==> src/tds_pkg.sv <==
package tds_pkg;

   localparam int          TDS_DW              = 16;
   localparam int          TDS_AW              = 3;
   localparam int          TDS_TW              = 11;

   // Clock rate and the one-second tick
   localparam int          TDS_CLK_FREQ_KHZ    = 40000;
   localparam int          TDS_TICK_PERIOD_MS  = 1000;
   localparam int          TDS_TICK_CYCLES     = TDS_TICK_PERIOD_MS * TDS_CLK_FREQ_KHZ;
   localparam logic [10:0] TDS_SEC_PER_MIN     = 11'h03C;
   localparam logic [6:0]  TDS_BASIC_START_MAX = 7'h0F;

   // Register offsets
   localparam logic [2:0]  TDS_ADDR_START      = 3'h0;
   localparam logic [2:0]  TDS_ADDR_COOL       = 3'h1;
   localparam logic [2:0]  TDS_ADDR_TO_BACKUP  = 3'h2;
   localparam logic [2:0]  TDS_ADDR_TO_PREF    = 3'h3;
   localparam logic [2:0]  TDS_ADDR_DWELL      = 3'h4;
   localparam logic [2:0]  TDS_ADDR_ELEV       = 3'h5;
   localparam logic [2:0]  TDS_ADDR_CTRL       = 3'h6;
   localparam logic [2:0]  TDS_ADDR_STATUS     = 3'h7;

   // Control field positions
   localparam int          TDS_CTRL_ADV_BIT    = 0;
   localparam int          TDS_CTRL_UTIL_BIT   = 1;
   localparam int          TDS_CTRL_DWELL_BIT  = 2;
   localparam int          TDS_CTRL_ELEV_BIT   = 3;

   // Values after reset
   localparam logic [6:0]  TDS_RST_START       = 7'h03;
   localparam logic [4:0]  TDS_RST_COOL        = 5'h0A;
   localparam logic [6:0]  TDS_RST_TO_BACKUP   = 7'h0A;
   localparam logic [4:0]  TDS_RST_TO_PREF     = 5'h0A;
   localparam logic [5:0]  TDS_RST_DWELL       = 6'h00;
   localparam logic [5:0]  TDS_RST_ELEV        = 6'h00;
   localparam logic        TDS_RST_ADV         = 1'b0;
   localparam logic        TDS_RST_UTIL        = 1'b0;
   localparam logic        TDS_RST_DWELL_EN    = 1'b1;
   localparam logic        TDS_RST_ELEV_EN     = 1'b1;

   typedef struct packed {
      logic [6:0] genset_start_delay;
      logic [4:0] cooldown_stop_delay;
      logic [6:0] to_backup_delay;
      logic [4:0] to_preferred_delay;
      logic [5:0] neutral_dwell_delay;
      logic [5:0] elevator_warning_delay;
      logic       level_adv;
      logic       util_mode;
      logic       dwell_en;
      logic       elev_en;
   } tds_cfg_s;

   typedef struct packed {
      logic genset_start;
      logic genset_stop;
      logic elev_warn;
      logic cmd_neutral;
      logic cmd_close_s2;
      logic cmd_close_s1;
   } tds_out_s;

   typedef enum logic [9:0] {
      ST_ON_S1     = 10'h001,
      ST_START_WT  = 10'h002,
      ST_BACKUP_WT = 10'h004,
      ST_ELEV      = 10'h008,
      ST_NEUTRAL   = 10'h010,
      ST_DWELL     = 10'h020,
      ST_CLOSE     = 10'h040,
      ST_ON_S2     = 10'h080,
      ST_PREF_WT   = 10'h100,
      ST_COOLDOWN  = 10'h200
   } tds_state_e;

endpackage : tds_pkg

==> src/tds_sequencer.sv <==
// Local design decisions: the placing of the registers and the address-and-strobe port.
`timescale 1ns/10ps
// What this block does
// RL1: The genset start delay counts whole seconds up to 15 on basic controls and up to 120 on advanced ones.
// RL2: The genset start delay is three seconds unless software sets another value.
// RL3: Losing source 1 starts the start delay and the genset is started only if the loss outlasts it.
// RL4: The cool-down delay counts whole minutes up to 30 and is ten minutes by default.
// RL5: Cool-down starts once the load is back on source 1 and its end sends the genset stop.
// RL6: The transfer delay starts when source 2 is acceptable and its end commands the move to source 2.
// RL7: The transfer delay counts whole seconds up to 120 and is ten seconds by default.
// RL8: With two utilities the transfer delay times the move to backup and the retransfer delay the move back.
// RL9: The retransfer delay starts when source 1 returns and retransfer is allowed only after it ends.
// RL10: The retransfer delay counts whole minutes up to 30 and is ten minutes by default.
// RL11: Each move dwells in neutral for the programmed time before the new source is connected.
// RL12: The neutral dwell counts whole seconds up to 60, is zero by default and is enabled by default.
// RL13: Each move is preceded by the elevator warning held for the elevator pre-transfer time.
// RL14: The elevator delay counts whole seconds up to 60, is zero by default and is enabled by default.
// RL15: Every delay is writable by software, which keeps each value within its range; the block itself only cuts a write to the register width.
// RL16: All timers count one shared one-second tick and minute delays compare against sixty ticks a minute.
module tds_sequencer
   import tds_pkg::*;
#(
   parameter int TICK_CYCLES = TDS_TICK_CYCLES
) (
   input  wire logic              sys_clk,
   input  wire logic              rst,
   input  wire logic              clk_en,
   input  wire logic [TDS_AW-1:0] addr,
   input  wire logic [TDS_DW-1:0] wr_data,
   input  wire logic              wr_en,
   input  wire logic              rd_en,
   output logic      [TDS_DW-1:0] rd_data,
   input  wire logic              src1_ok,
   input  wire logic              src2_ok,
   input  wire logic              pos_s1,
   input  wire logic              pos_s2,
   input  wire logic              pos_neutral,
   output logic                   genset_start,
   output logic                   genset_stop,
   output logic                   elev_warn,
   output logic                   cmd_neutral,
   output logic                   cmd_close_s2,
   output logic                   cmd_close_s1
);

   tds_cfg_s           cfg_ff;
   tds_out_s           out_ff;
   tds_out_s           nxt_out;
   tds_state_e         state_ff;
   tds_state_e         nxt_state;
   logic               to_s2_ff;
   logic               nxt_to_s2;
   logic               run_ff;
   logic               nxt_run;
   logic [TDS_DW-1:0]  rd_data_ff;
   logic               tick;
   logic               tmr_done;
   logic [TDS_TW-1:0]  tmr_limit;

   // Register decode
   wire wr_start  = wr_en && (addr == TDS_ADDR_START);
   wire wr_cool   = wr_en && (addr == TDS_ADDR_COOL);
   wire wr_backup = wr_en && (addr == TDS_ADDR_TO_BACKUP);
   wire wr_pref   = wr_en && (addr == TDS_ADDR_TO_PREF);
   wire wr_dwell  = wr_en && (addr == TDS_ADDR_DWELL);
   wire wr_elev   = wr_en && (addr == TDS_ADDR_ELEV);
   wire wr_ctrl   = wr_en && (addr == TDS_ADDR_CTRL);

   wire [TDS_DW-1:0] ctrl_word = {12'h000, cfg_ff.elev_en, cfg_ff.dwell_en, cfg_ff.util_mode, cfg_ff.level_adv};
   wire [TDS_DW-1:0] stat_word = {out_ff, state_ff};
   wire [TDS_DW-1:0] rd_mux    =
      (addr == TDS_ADDR_START)     ? {9'h000,  cfg_ff.genset_start_delay}     :
      (addr == TDS_ADDR_COOL)      ? {11'h000, cfg_ff.cooldown_stop_delay}    :
      (addr == TDS_ADDR_TO_BACKUP) ? {9'h000,  cfg_ff.to_backup_delay}        :
      (addr == TDS_ADDR_TO_PREF)   ? {11'h000, cfg_ff.to_preferred_delay}     :
      (addr == TDS_ADDR_DWELL)     ? {10'h000, cfg_ff.neutral_dwell_delay}    :
      (addr == TDS_ADDR_ELEV)      ? {10'h000, cfg_ff.elevator_warning_delay} :
      (addr == TDS_ADDR_CTRL)      ? ctrl_word : stat_word;

   // Basic controls never use a start delay above the basic maximum
   wire [6:0] start_eff = (!cfg_ff.level_adv && cfg_ff.genset_start_delay > TDS_BASIC_START_MAX) ?
                          TDS_BASIC_START_MAX : cfg_ff.genset_start_delay;                 // [RL1]

   // Minute delays scaled to ticks
   wire [TDS_TW-1:0] cool_ticks = TDS_TW'(cfg_ff.cooldown_stop_delay) * TDS_SEC_PER_MIN;  // [RL16]
   wire [TDS_TW-1:0] pref_ticks = TDS_TW'(cfg_ff.to_preferred_delay) * TDS_SEC_PER_MIN;   // [RL16]

   assign tmr_limit =
      (state_ff == ST_START_WT)  ? TDS_TW'(start_eff)                     :
      (state_ff == ST_BACKUP_WT) ? TDS_TW'(cfg_ff.to_backup_delay)        :
      (state_ff == ST_PREF_WT)   ? pref_ticks                             :
      (state_ff == ST_COOLDOWN)  ? cool_ticks                             :
      (state_ff == ST_DWELL)     ? TDS_TW'(cfg_ff.neutral_dwell_delay)    :
      (state_ff == ST_ELEV)      ? TDS_TW'(cfg_ff.elevator_warning_delay) : '0;

   // Backup wait restarts while source 2 is not yet acceptable
   wire tmr_restart = (nxt_state != state_ff) || (state_ff == ST_BACKUP_WT && !src2_ok);  // [RL6]
   wire move_start  = cfg_ff.elev_en;

   tds_tick_gen #(
      .TICK_CYCLES (TICK_CYCLES)
   ) u_tick (
      .sys_clk (sys_clk),
      .rst     (rst),
      .clk_en  (clk_en),
      .tick    (tick)
   );

   tds_delay_timer #(
      .W (TDS_TW)
   ) u_timer (
      .sys_clk (sys_clk),
      .rst     (rst),
      .clk_en  (clk_en),
      .tick    (tick),
      .restart (tmr_restart),
      .limit   (tmr_limit),
      .done    (tmr_done)
   );

   always_comb begin
      nxt_state = state_ff;
      nxt_to_s2 = to_s2_ff;
      nxt_run   = run_ff;
      case (state_ff)
         ST_ON_S1: begin
            // No genset to start between two utilities
            if (!src1_ok)
               nxt_state = cfg_ff.util_mode ? ST_BACKUP_WT : ST_START_WT;            // [RL8]
         end
         ST_START_WT: begin
            if (src1_ok)
               nxt_state = ST_ON_S1;                                                  // [RL3]
            else if (tmr_done) begin
               nxt_run   = 1'b1;                                                      // [RL3]
               nxt_state = ST_BACKUP_WT;
            end
         end
         ST_BACKUP_WT: begin
            if (src1_ok)
               nxt_state = run_ff ? ST_COOLDOWN : ST_ON_S1;
            else if (src2_ok && tmr_done) begin
               nxt_to_s2 = 1'b1;
               nxt_state = move_start ? ST_ELEV : ST_NEUTRAL;                        // [RL6] [RL13]
            end
         end
         ST_ELEV: begin
            if (tmr_done)
               nxt_state = ST_NEUTRAL;                                                // [RL13]
         end
         ST_NEUTRAL: begin
            if (pos_neutral)
               nxt_state = cfg_ff.dwell_en ? ST_DWELL : ST_CLOSE;                    // [RL11]
         end
         ST_DWELL: begin
            if (tmr_done)
               nxt_state = ST_CLOSE;                                                  // [RL11]
         end
         ST_CLOSE: begin
            if (to_s2_ff && pos_s2)
               nxt_state = ST_ON_S2;
            else if (!to_s2_ff && pos_s1)
               nxt_state = run_ff ? ST_COOLDOWN : ST_ON_S1;                          // [RL5]
         end
         ST_ON_S2: begin
            if (src1_ok)
               nxt_state = ST_PREF_WT;                                                // [RL9]
         end
         ST_PREF_WT: begin
            if (!src1_ok)
               nxt_state = ST_ON_S2;                                                  // [RL9]
            else if (tmr_done) begin
               nxt_to_s2 = 1'b0;
               nxt_state = move_start ? ST_ELEV : ST_NEUTRAL;                        // [RL9] [RL13]
            end
         end
         ST_COOLDOWN: begin
            // Source 1 lost again while the genset still runs
            if (!src1_ok)
               nxt_state = ST_BACKUP_WT;
            else if (tmr_done) begin
               nxt_run   = 1'b0;                                                      // [RL5]
               nxt_state = ST_ON_S1;
            end
         end
         default: begin
            nxt_state = ST_ON_S1;
         end
      endcase
   end

   // Outputs follow the next state so they line up with it
   assign nxt_out.genset_start = nxt_run;
   assign nxt_out.genset_stop  = run_ff && !nxt_run;                                  // [RL5]
   assign nxt_out.elev_warn    = (nxt_state == ST_ELEV);                              // [RL13]
   assign nxt_out.cmd_neutral  = (nxt_state == ST_NEUTRAL);
   assign nxt_out.cmd_close_s2 = (nxt_state == ST_CLOSE) && nxt_to_s2;               // [RL11]
   assign nxt_out.cmd_close_s1 = (nxt_state == ST_CLOSE) && !nxt_to_s2;              // [RL11]

   always_ff @(posedge sys_clk) begin
      if (rst) begin
         state_ff <= ST_ON_S1;
         to_s2_ff <= 1'b0;
         run_ff   <= 1'b0;
         out_ff   <= '0;
      end else if (clk_en) begin
         state_ff <= nxt_state;
         to_s2_ff <= nxt_to_s2;
         run_ff   <= nxt_run;
         out_ff   <= nxt_out;
      end
   end

   always_ff @(posedge sys_clk) begin
      if (rst) begin
         cfg_ff.genset_start_delay     <= TDS_RST_START;                              // [RL2]
         cfg_ff.cooldown_stop_delay    <= TDS_RST_COOL;                               // [RL4]
         cfg_ff.to_backup_delay        <= TDS_RST_TO_BACKUP;                          // [RL7]
         cfg_ff.to_preferred_delay     <= TDS_RST_TO_PREF;                            // [RL10]
         cfg_ff.neutral_dwell_delay    <= TDS_RST_DWELL;                              // [RL12]
         cfg_ff.elevator_warning_delay <= TDS_RST_ELEV;                               // [RL14]
         cfg_ff.level_adv              <= TDS_RST_ADV;
         cfg_ff.util_mode              <= TDS_RST_UTIL;
         cfg_ff.dwell_en               <= TDS_RST_DWELL_EN;                           // [RL12]
         cfg_ff.elev_en                <= TDS_RST_ELEV_EN;                            // [RL14]
      end else if (clk_en) begin
         if (wr_start)  cfg_ff.genset_start_delay     <= wr_data[6:0];                // [RL15]
         if (wr_cool)   cfg_ff.cooldown_stop_delay    <= wr_data[4:0];                // [RL15]
         if (wr_backup) cfg_ff.to_backup_delay        <= wr_data[6:0];                // [RL15]
         if (wr_pref)   cfg_ff.to_preferred_delay     <= wr_data[4:0];                // [RL15]
         if (wr_dwell)  cfg_ff.neutral_dwell_delay    <= wr_data[5:0];                // [RL15]
         if (wr_elev)   cfg_ff.elevator_warning_delay <= wr_data[5:0];                // [RL15]
         if (wr_ctrl) begin
            cfg_ff.level_adv <= wr_data[TDS_CTRL_ADV_BIT];
            cfg_ff.util_mode <= wr_data[TDS_CTRL_UTIL_BIT];
            cfg_ff.dwell_en  <= wr_data[TDS_CTRL_DWELL_BIT];
            cfg_ff.elev_en   <= wr_data[TDS_CTRL_ELEV_BIT];
         end
      end
   end

   // Read data valid only in the cycle after the strobe
   always_ff @(posedge sys_clk) begin
      if (rst)
         rd_data_ff <= '0;
      else if (clk_en)
         rd_data_ff <= rd_en ? rd_mux : '0;
   end

   assign rd_data      = rd_data_ff;
   assign genset_start = out_ff.genset_start;
   assign genset_stop  = out_ff.genset_stop;
   assign elev_warn    = out_ff.elev_warn;
   assign cmd_neutral  = out_ff.cmd_neutral;
   assign cmd_close_s2 = out_ff.cmd_close_s2;
   assign cmd_close_s1 = out_ff.cmd_close_s1;
endmodule : tds_sequencer

==> src/tds_tick_gen.sv <==
`timescale 1ns/10ps
module tds_tick_gen
   import tds_pkg::*;
#(
   parameter int TICK_CYCLES = TDS_TICK_CYCLES
) (
   input  wire logic sys_clk,
   input  wire logic rst,
   input  wire logic clk_en,
   output logic      tick
);

   logic [31:0] cnt_ff;
   logic [31:0] nxt_cnt;
   wire         wrap = (cnt_ff == 32'(TICK_CYCLES - 1));

   assign nxt_cnt = wrap ? 32'h0 : cnt_ff + 32'h1;

   always_ff @(posedge sys_clk) begin
      if (rst) begin
         cnt_ff <= 32'h0;
         tick   <= 1'b0;
      end else if (clk_en) begin
         cnt_ff <= nxt_cnt;
         tick   <= wrap;
      end
   end

endmodule : tds_tick_gen

==> src/tds_delay_timer.sv <==
`timescale 1ns/10ps
module tds_delay_timer
   import tds_pkg::*;
#(
   parameter int W = TDS_TW
) (
   input  wire logic         sys_clk,
   input  wire logic         rst,
   input  wire logic         clk_en,
   input  wire logic         tick,
   input  wire logic         restart,
   input  wire logic [W-1:0] limit,
   output logic              done
);

   logic [W-1:0] cnt_ff;
   logic [W-1:0] nxt_cnt;

   // Tick phase is free-running, so one extra tick is counted:
   // a delay of N never ends before N full seconds have passed
   assign nxt_cnt = restart                  ? '0 :
                    (tick && cnt_ff <= limit) ? cnt_ff + W'(1) : cnt_ff;
   assign done    = (limit == '0) || (cnt_ff > limit);

   always_ff @(posedge sys_clk) begin
      if (rst)
         cnt_ff <= '0;
      else if (clk_en)
         cnt_ff <= nxt_cnt;
   end

endmodule : tds_delay_timer

==> config.mk <==
export PLATFORM = sky130hd
export DESIGN_NAME = tds_sequencer
export DESIGN_NICKNAME = d
export VERILOG_FILES = /design/src/tds_pkg.sv /design/src/tds_sequencer.sv /design/src/tds_tick_gen.sv /design/src/tds_delay_timer.sv
export SDC_FILE = /design/constraint.sdc
export NUM_CORES = 1
export LEC_CHECK = 0
export BUFFER_PORTS_ARGS = -buffer_cell sky130_fd_sc_hd__buf_2
export CAP_MARGIN = 20
export CORE_ASPECT_RATIO = 1.4
export CORE_UTILIZATION = 35
export DETAILED_ROUTE_END_ITERATION = 8
export GPL_TIMING_DRIVEN = 0
export SETUP_SLACK_MARGIN = 0.4
export SLEW_MARGIN = 10
export SYNTH_ARGS = -nofsm -noshare
export SYNTH_HDL_FRONTEND = slang
export SYNTH_SLANG_ARGS = --single-unit
==> constraint.sdc <==
create_clock -name sys_clk -period 5.9 [get_ports sys_clk]
set_input_delay 1.18 -clock sys_clk [delete_from_list [all_inputs] [get_ports sys_clk]]
set_output_delay 1.18 -clock sys_clk [all_outputs]
set_load 0.1 [all_outputs]
[After elaboration in Yosys (flattened, before gate mapping)]
Cells that the tools add are included.
Word-level totals
  register bits after elaboration: 117
  bits in latches: 0
  bits in writable memories: 0
  bits in read-only memories: 0
  input bits: 29
  memories: 0
Operators by class
  $add $sub $neg: 2
  multipliers: 2
  div/mod/pow operators: 0
  $lt $le $gt $ge: 3
  equal/unequal tests: 21
  shift operators: 0
  mux-type cells: 48
  bitwise logic cells: 0
  reduce and logical (&&, ||, !) cells: 34
Operator list (number)
  10-bit 2-to-1 mux: 16
  16-bit 2-to-1 mux: 8
  10-bit one-hot mux with 10 select lines: 1
  11-bit 2-to-1 mux: 6
  32-bit by 1-bit adder with 32-bit output (second input constant): 1
  32-bit by 26-bit == test with 1-bit output (second input constant): 1
  32-bit 2-to-1 mux: 1
  10-bit by 4-bit == test with 1-bit output (second input constant): 2
  10-bit by 5-bit == test with 1-bit output (second input constant): 2
  10-bit by 7-bit == test with 1-bit output (second input constant): 2
  5-bit by 4-bit multiplier with 9-bit output (second input constant): 2
  1-bit logical AND: 16
  2-bit AND reduction: 8
  7-bit 2-to-1 mux: 2
  6-bit 2-to-1 mux: 2
  11-bit by 1-bit adder with 11-bit output (second input constant): 1
  11-bit > comparator: 1
  11-bit less-or-equal comparator: 1
  11-bit logical NOT: 1
  10-bit by 1-bit == test with 1-bit output (second input constant): 1
  10-bit == test (second input constant): 1
  10-bit by 2-bit == test with 1-bit output (second input constant): 1
  10-bit by 3-bit == test with 1-bit output (second input constant): 1
  10-bit by 6-bit == test with 1-bit output (second input constant): 1
  15 further kinds: 31

[Depth between registers and ports, before layout]
  word-level depth: 17
  mapped depth: 21
  depth with buffers taken out: 20

[Hierarchy]
Synthesis repeated with hierarchy kept, for this count alone.
Unflattened totals
  cell total of the unflattened synthesis: 907
  area, all modules: 7567.3 µm²
Modules (own cells, without submodules)
  tds_sequencer: times used 1, cells each 619, area each 5081.1 µm², sequential area each 1461.4 µm²
  tds_tick_gen: times used 1, cells each 176, area each 1550.2 µm², sequential area each 660.6 µm²
  tds_delay_timer: times used 1, cells each 112, area each 935.9 µm², sequential area each 220.2 µm²

[Worst setup path after synthesis]
OpenSTA, ideal clock, no wires.
  path type: reg-to-reg
  from: register cfg_ff[18] in the netlist's numbering
  to: register u_timer.cnt_ff[0]
  setup time: 79 ps
  arrival time: 4890 ps
  required time: 5821 ps
  path slack: 931 ps
  stages on the path, launching flop included: 20
  buffers on the path: 0
  period minus slack after synthesis: 4969 ps
  cell sequence: dfxtp_1 fa_1 fa_1 inv_1 fa_1 nand2b_1 a211oi_1 or3_1 nand4_1 and2_1 ha_1 nand4_1 o21bai_1 a31oi_1 o31ai_2 o41ai_4 a211oi_2 o2111ai_2 or4_1 o211ai_1
Between the ends
  word-level cells in the longest chain between the ends: 14
Ends and longest elaborated chain
  start: declaration: line tds_sequencer.sv:46  | tds_cfg_s cfg_ff;
  5-bit by 4-bit multiplier with 9-bit output *: line tds_sequencer.sv:86  | wire [TDS_TW-1:0] pref_ticks = TDS_TW'(cfg_ff.to_preferred_delay) * TDS_SEC_PER_MIN;
  11-bit 2-to-1 mux *: line tds_sequencer.sv:91  | (state_ff == ST_PREF_WT) ? pref_ticks :
  11-bit 2-to-1 mux *: line tds_sequencer.sv:90  | (state_ff == ST_BACKUP_WT) ? TDS_TW'(cfg_ff.to_backup_delay) :
  11-bit 2-to-1 mux *: line tds_sequencer.sv:89  | (state_ff == ST_START_WT) ? TDS_TW'(start_eff) :
  11-bit > comparator / 11-bit logical NOT (equally long branches): line tds_delay_timer.sv:23  | assign done = (limit == '0) || (cnt_ff > limit);
  1-bit logical OR: line tds_delay_timer.sv:23
  1-bit logical AND: line tds_sequencer.sv:142  | else if (src2_ok && tmr_done) begin
  10-bit 2-to-1 mux: line tds_sequencer.sv:142
  10-bit 2-to-1 mux: line tds_sequencer.sv:140  | if (src1_ok)
  10-bit one-hot mux with 10 select lines: line tds_sequencer.sv:125  | case (state_ff)
  10-bit inequality test: line tds_sequencer.sv:97  | wire tmr_restart = (nxt_state != state_ff) || (state_ff == ST_BACKUP_WT && !src2_ok);
  1-bit logical OR: line tds_sequencer.sv:97
  2-bit nonzero test (no line)
  2-bit AND reduction (no line)
  end signal: assignment: line tds_delay_timer.sv:29  | cnt_ff <= nxt_cnt;
  end: declaration: line tds_delay_timer.sv:16  | logic [W-1:0] cnt_ff;
Every way passes the cells marked *; elsewhere a longest branch is shown, timed or not.
A chain may end at the register's enable or synchronous reset.

[Worst setup path after layout]
  from: register cfg_ff[16] in the netlist's numbering
  to: register u_timer.cnt_ff[0]
Same word-level chain as after synthesis.

==> flow_summary.toml <==
[outcome]
outcome = "completed"

[global_routing]
grt_remaining_overflow = 0
top_usage_layer = "met2"
use_met1_pct = 27.0
grt_pass1_vias = 7078
antenna_found_initial = 0
met2_usage_pct = 38.7
grt_pass1_wl_um = 39000
grt_use_met3_pct = 3.18
track_usage_pct = 22.5
grt_max_degree = 17

[setup_path]
crit_type = "reg2reg"
cp_data_arrival_time_ps = 5570
reg2regPathDepth = 18
crit_fanout = 8
crit_chain = "fa_1 > fa_1 > inv_1 > fa_1 > nand2b_1 > a21oi_1 > mux2i_1 > o21ai_0 > ha_1 > a21o_1 > a21oi_1 > nor2b_1 > o31ai_4 > o41ai_4 > a211oi_4 > o2111ai_2 > or4_1 > o211ai_1"
required_ps = 6250
worstSetupStartpointType = "flop"
slowest_delay_ps = 550
rr_startpoint = "cfg_ff[16]"
end_kind = "flop"
r2r_setup_slack_ps = 680
crit_family = "compound AO/OA/AOI/OAI gates"
crit_top_cell = "fa_1"
cpMaxStageDelayCell = "fa_1"
worst-path-buf-inv = 1
r2r-end = "u_timer.cnt_ff[0]"

[clocking]
htree_levels = 4
cts_buffers = 17
clk_latency_ps = 430
clkTransAtPathRegs_ps = 60
clock_sinks = 117
root_buffer = "clkbuf_16"
clockBufferDepth = 2
cts_tree = "built"

[layout]
area_growth_pct = 15.5
drive_gt1_share_pct = 11.0
insertedDiodeCount = 0
multi_input_area_um2 = 5070
fin_util_pct = 41.1
num-fill-cells = 2267
fin_nets = 1099
regArea_um2 = 2350

[place]
dp_slack_ps = 32.6
dp_hpwl_um = 18700
finalWeightedCongestion = 0.959
io_buffers = 37

[route]
first_pass_iters = 5
num_vias = 7511
wl_um = 25000
drt-initial-drc-count = 662
routedWlPerCell_um = 18.8
drc = 0
vias_per_cell = 5.65
ant_nets = 0

[synthesis]
synth_area_leaders = "dfxtp_1, nor2_1, mux2i_1, ha_1, nand2_1"
syn_inst = 959
async_flop_share_pct = 0
avgSynthCellArea_um2 = 8.08
yosysWarnings = 0
synth_top_cell_area_share_pct = 30.2
ys_seq_elements = 117
seq_area_frac_synth_pct = 30.2
syn_area_um2 = 7740
synthesis.nets = 1039
synth_edf_count = 0
synth_top_area_cell = "dfxtp_1"
synth_flop_cell = "dfxtp_1"
synthDistinctLibCells = 74

[flow_run]
maxCapViolations = 0

[die]
die_h_um = 178
std_cell_rows = 64
io_pins = 51
start_util_pct = 35.6
die-area_um2 = 22700
die_w_um = 128
core-area_um2 = 21800

[timing]
period_share_pct = 88.5
report.final.slew_viol_count = 0
max_clock_freq_ghz = 0.192
slew_headroom_pct = 43.5
grt_setup_unrepaired = "false"
finalSetupViolCount = 0
min_period_ps = 5220
fin_tns_setup_ps = 0
tightest_slew_ps = 842
clock_skew_ps = 8.69
hold_viol = 0
worst_slack_ps = 680

[min_path]
min_from = "rd_data[4]"
hold-path-endpoint = "rd_data[4]"
hp-class = "reg2reg"
hold_depth = 2

[power]
power.density_nw_per_um2 = 237
total_power_mw = 2.12
p_leak_nw = 3.43
vdd_drop_max_mv = 0.211
worst max-delay path by stage:
stage | from | endpoint | slack (ps) | cells past startpoint
floorplan | cfg_ff[18] | u_timer.cnt_ff[0] | 930 | 19
global placement | cfg_ff[30] | u_timer.cnt_ff[0] | 60 | 19
detailed placement | cfg_ff[18] | u_timer.cnt_ff[0] | 30 | 19
CTS | cfg_ff[29] | u_timer.cnt_ff[0] | 420 | 19
global route | cfg_ff[30] | u_timer.cnt_ff[0] | 390 | 19
finish | cfg_ff[16] | u_timer.cnt_ff[0] | 680 | 18
Yosys cell counts, types with 4 or more instances:
cell and number:
a21oi_1 58, a22oi_1 22, o21ai_0 40, mux2i_1 47, and3_1 18, a211oi_1 6
a211o_1 14, nand2b_1 18, a221oi_1 4, o22ai_1 10, fa_1 14, o211ai_1 7
clkbuf_1 35, a31oi_1 4, nand2_1 79, o32ai_1 4, nor3_1 23, o21a_1 5
buf_2 12, o22a_1 4, a21o_1 15, nand3_1 28, nand4_1 22, ha_1 37
xnor2_1 5, nor4b_1 5, xor2_1 25, nor2_1 130, or3_1 20, nor2b_1 16
dfxtp_1 117, nor4_1 6, a32oi_1 4, inv_1 32
placed cells by master, fill, tap and decap left out, types with 18 or more instances in the layout:
cell type  Yosys  final
inv_1         32     32
nand2_1       79     79
dfxtp_1      117    112
nand2b_1      18     18
buf_2         12     50
xor2_1        25     25
and3_1        18     18
clkbuf_1      35     37
nor2_1       130    130
a22oi_1       22     22
nand3_1       28     28
or3_1         20     20
a21oi_1       58     58
nor3_1        23     23
nand4_1       22     22
ha_1          37     37
mux2i_1       47     47
o21ai_0       40     40
flip-flops by register name, summed over array words and instances (netlist names):
| name | cells |
|---|---|
| cfg_ff | 39 |
| u_tick.cnt_ff | 32 |
| rd_data | 16 |
| u_timer.cnt_ff | 11 |
| state_ff | 10 |
| cmd_close_s1 | 1 |
| cmd_close_s2 | 1 |
| cmd_neutral | 1 |
| elev_warn | 1 |
| genset_stop | 1 |
| move_start | 1 |
| run_ff | 1 |
| to_s2_ff | 1 |
| u_tick.tick | 1 |
per-stage QoR:
stage / area (um^2) / std cells / hold WS (ps)
2_1_floorplan: 7740 / 959 / 458
3_3_place_gp: 8300 / 1293 / 456
3_5_place_dp: 8310 / 1294 / 463
4_1_cts: 8910 / 1326 / 475
5_1_grt: 8940 / 1329 / 488
6_report: 8940 / 1329 / 471
report_power, final:
group / total, mW / internal [mW] / switching (mW)
Sequential: 0.812 / 0.800 / 0.0115
Combinational: 0.266 / 0.0882 / 0.178
Clock: 1.04 / 0.644 / 0.395
final cells by class:
class	instances	share of cell area, %
clock inverters	11	1.41
multi-input cells	756	56.7
repair buffers	41	2.38
flip-flops and latches	117	26.3
plain buffers	52	2.48
inverters	34	1.43
well taps	297	4.16
clock buffers	21	5.15
worst min-delay path, stage by stage, from the launching register on:
cell     delay, ps
dfxtp_1        310
nand2_1         60
a21oi_1         60
per-layer routing:
layer  vias to the layer above  wire length [um]
met3                        71              1190
met2                       273             11900
met1                      3574             10700
li1                       3593                 -
met4                         0              1150
met5                         -                 0
logic make-up after synthesis:
group,count (synthesis),share of synthesized area [%]
AND/OR/NAND/NOR,399,26.0
flip-flops,117,30.2
multiplexers,49,6.37
AO/OA/AOI/OAI,227,19.9
XOR/XNOR,30,3.39
buffers and inverters,86,4.51
adder cells (fa/ha/maj),51,9.60
what timing repair did:
action                     4_1_cts  5_1_grt
resized for setup                4        4
setup endpoints to repair       14       14
pin swaps                        0        2
hold buffers                     0        0
buffers inserted                 0        3
Note: power is estimated with default switching activity, not from simulation.
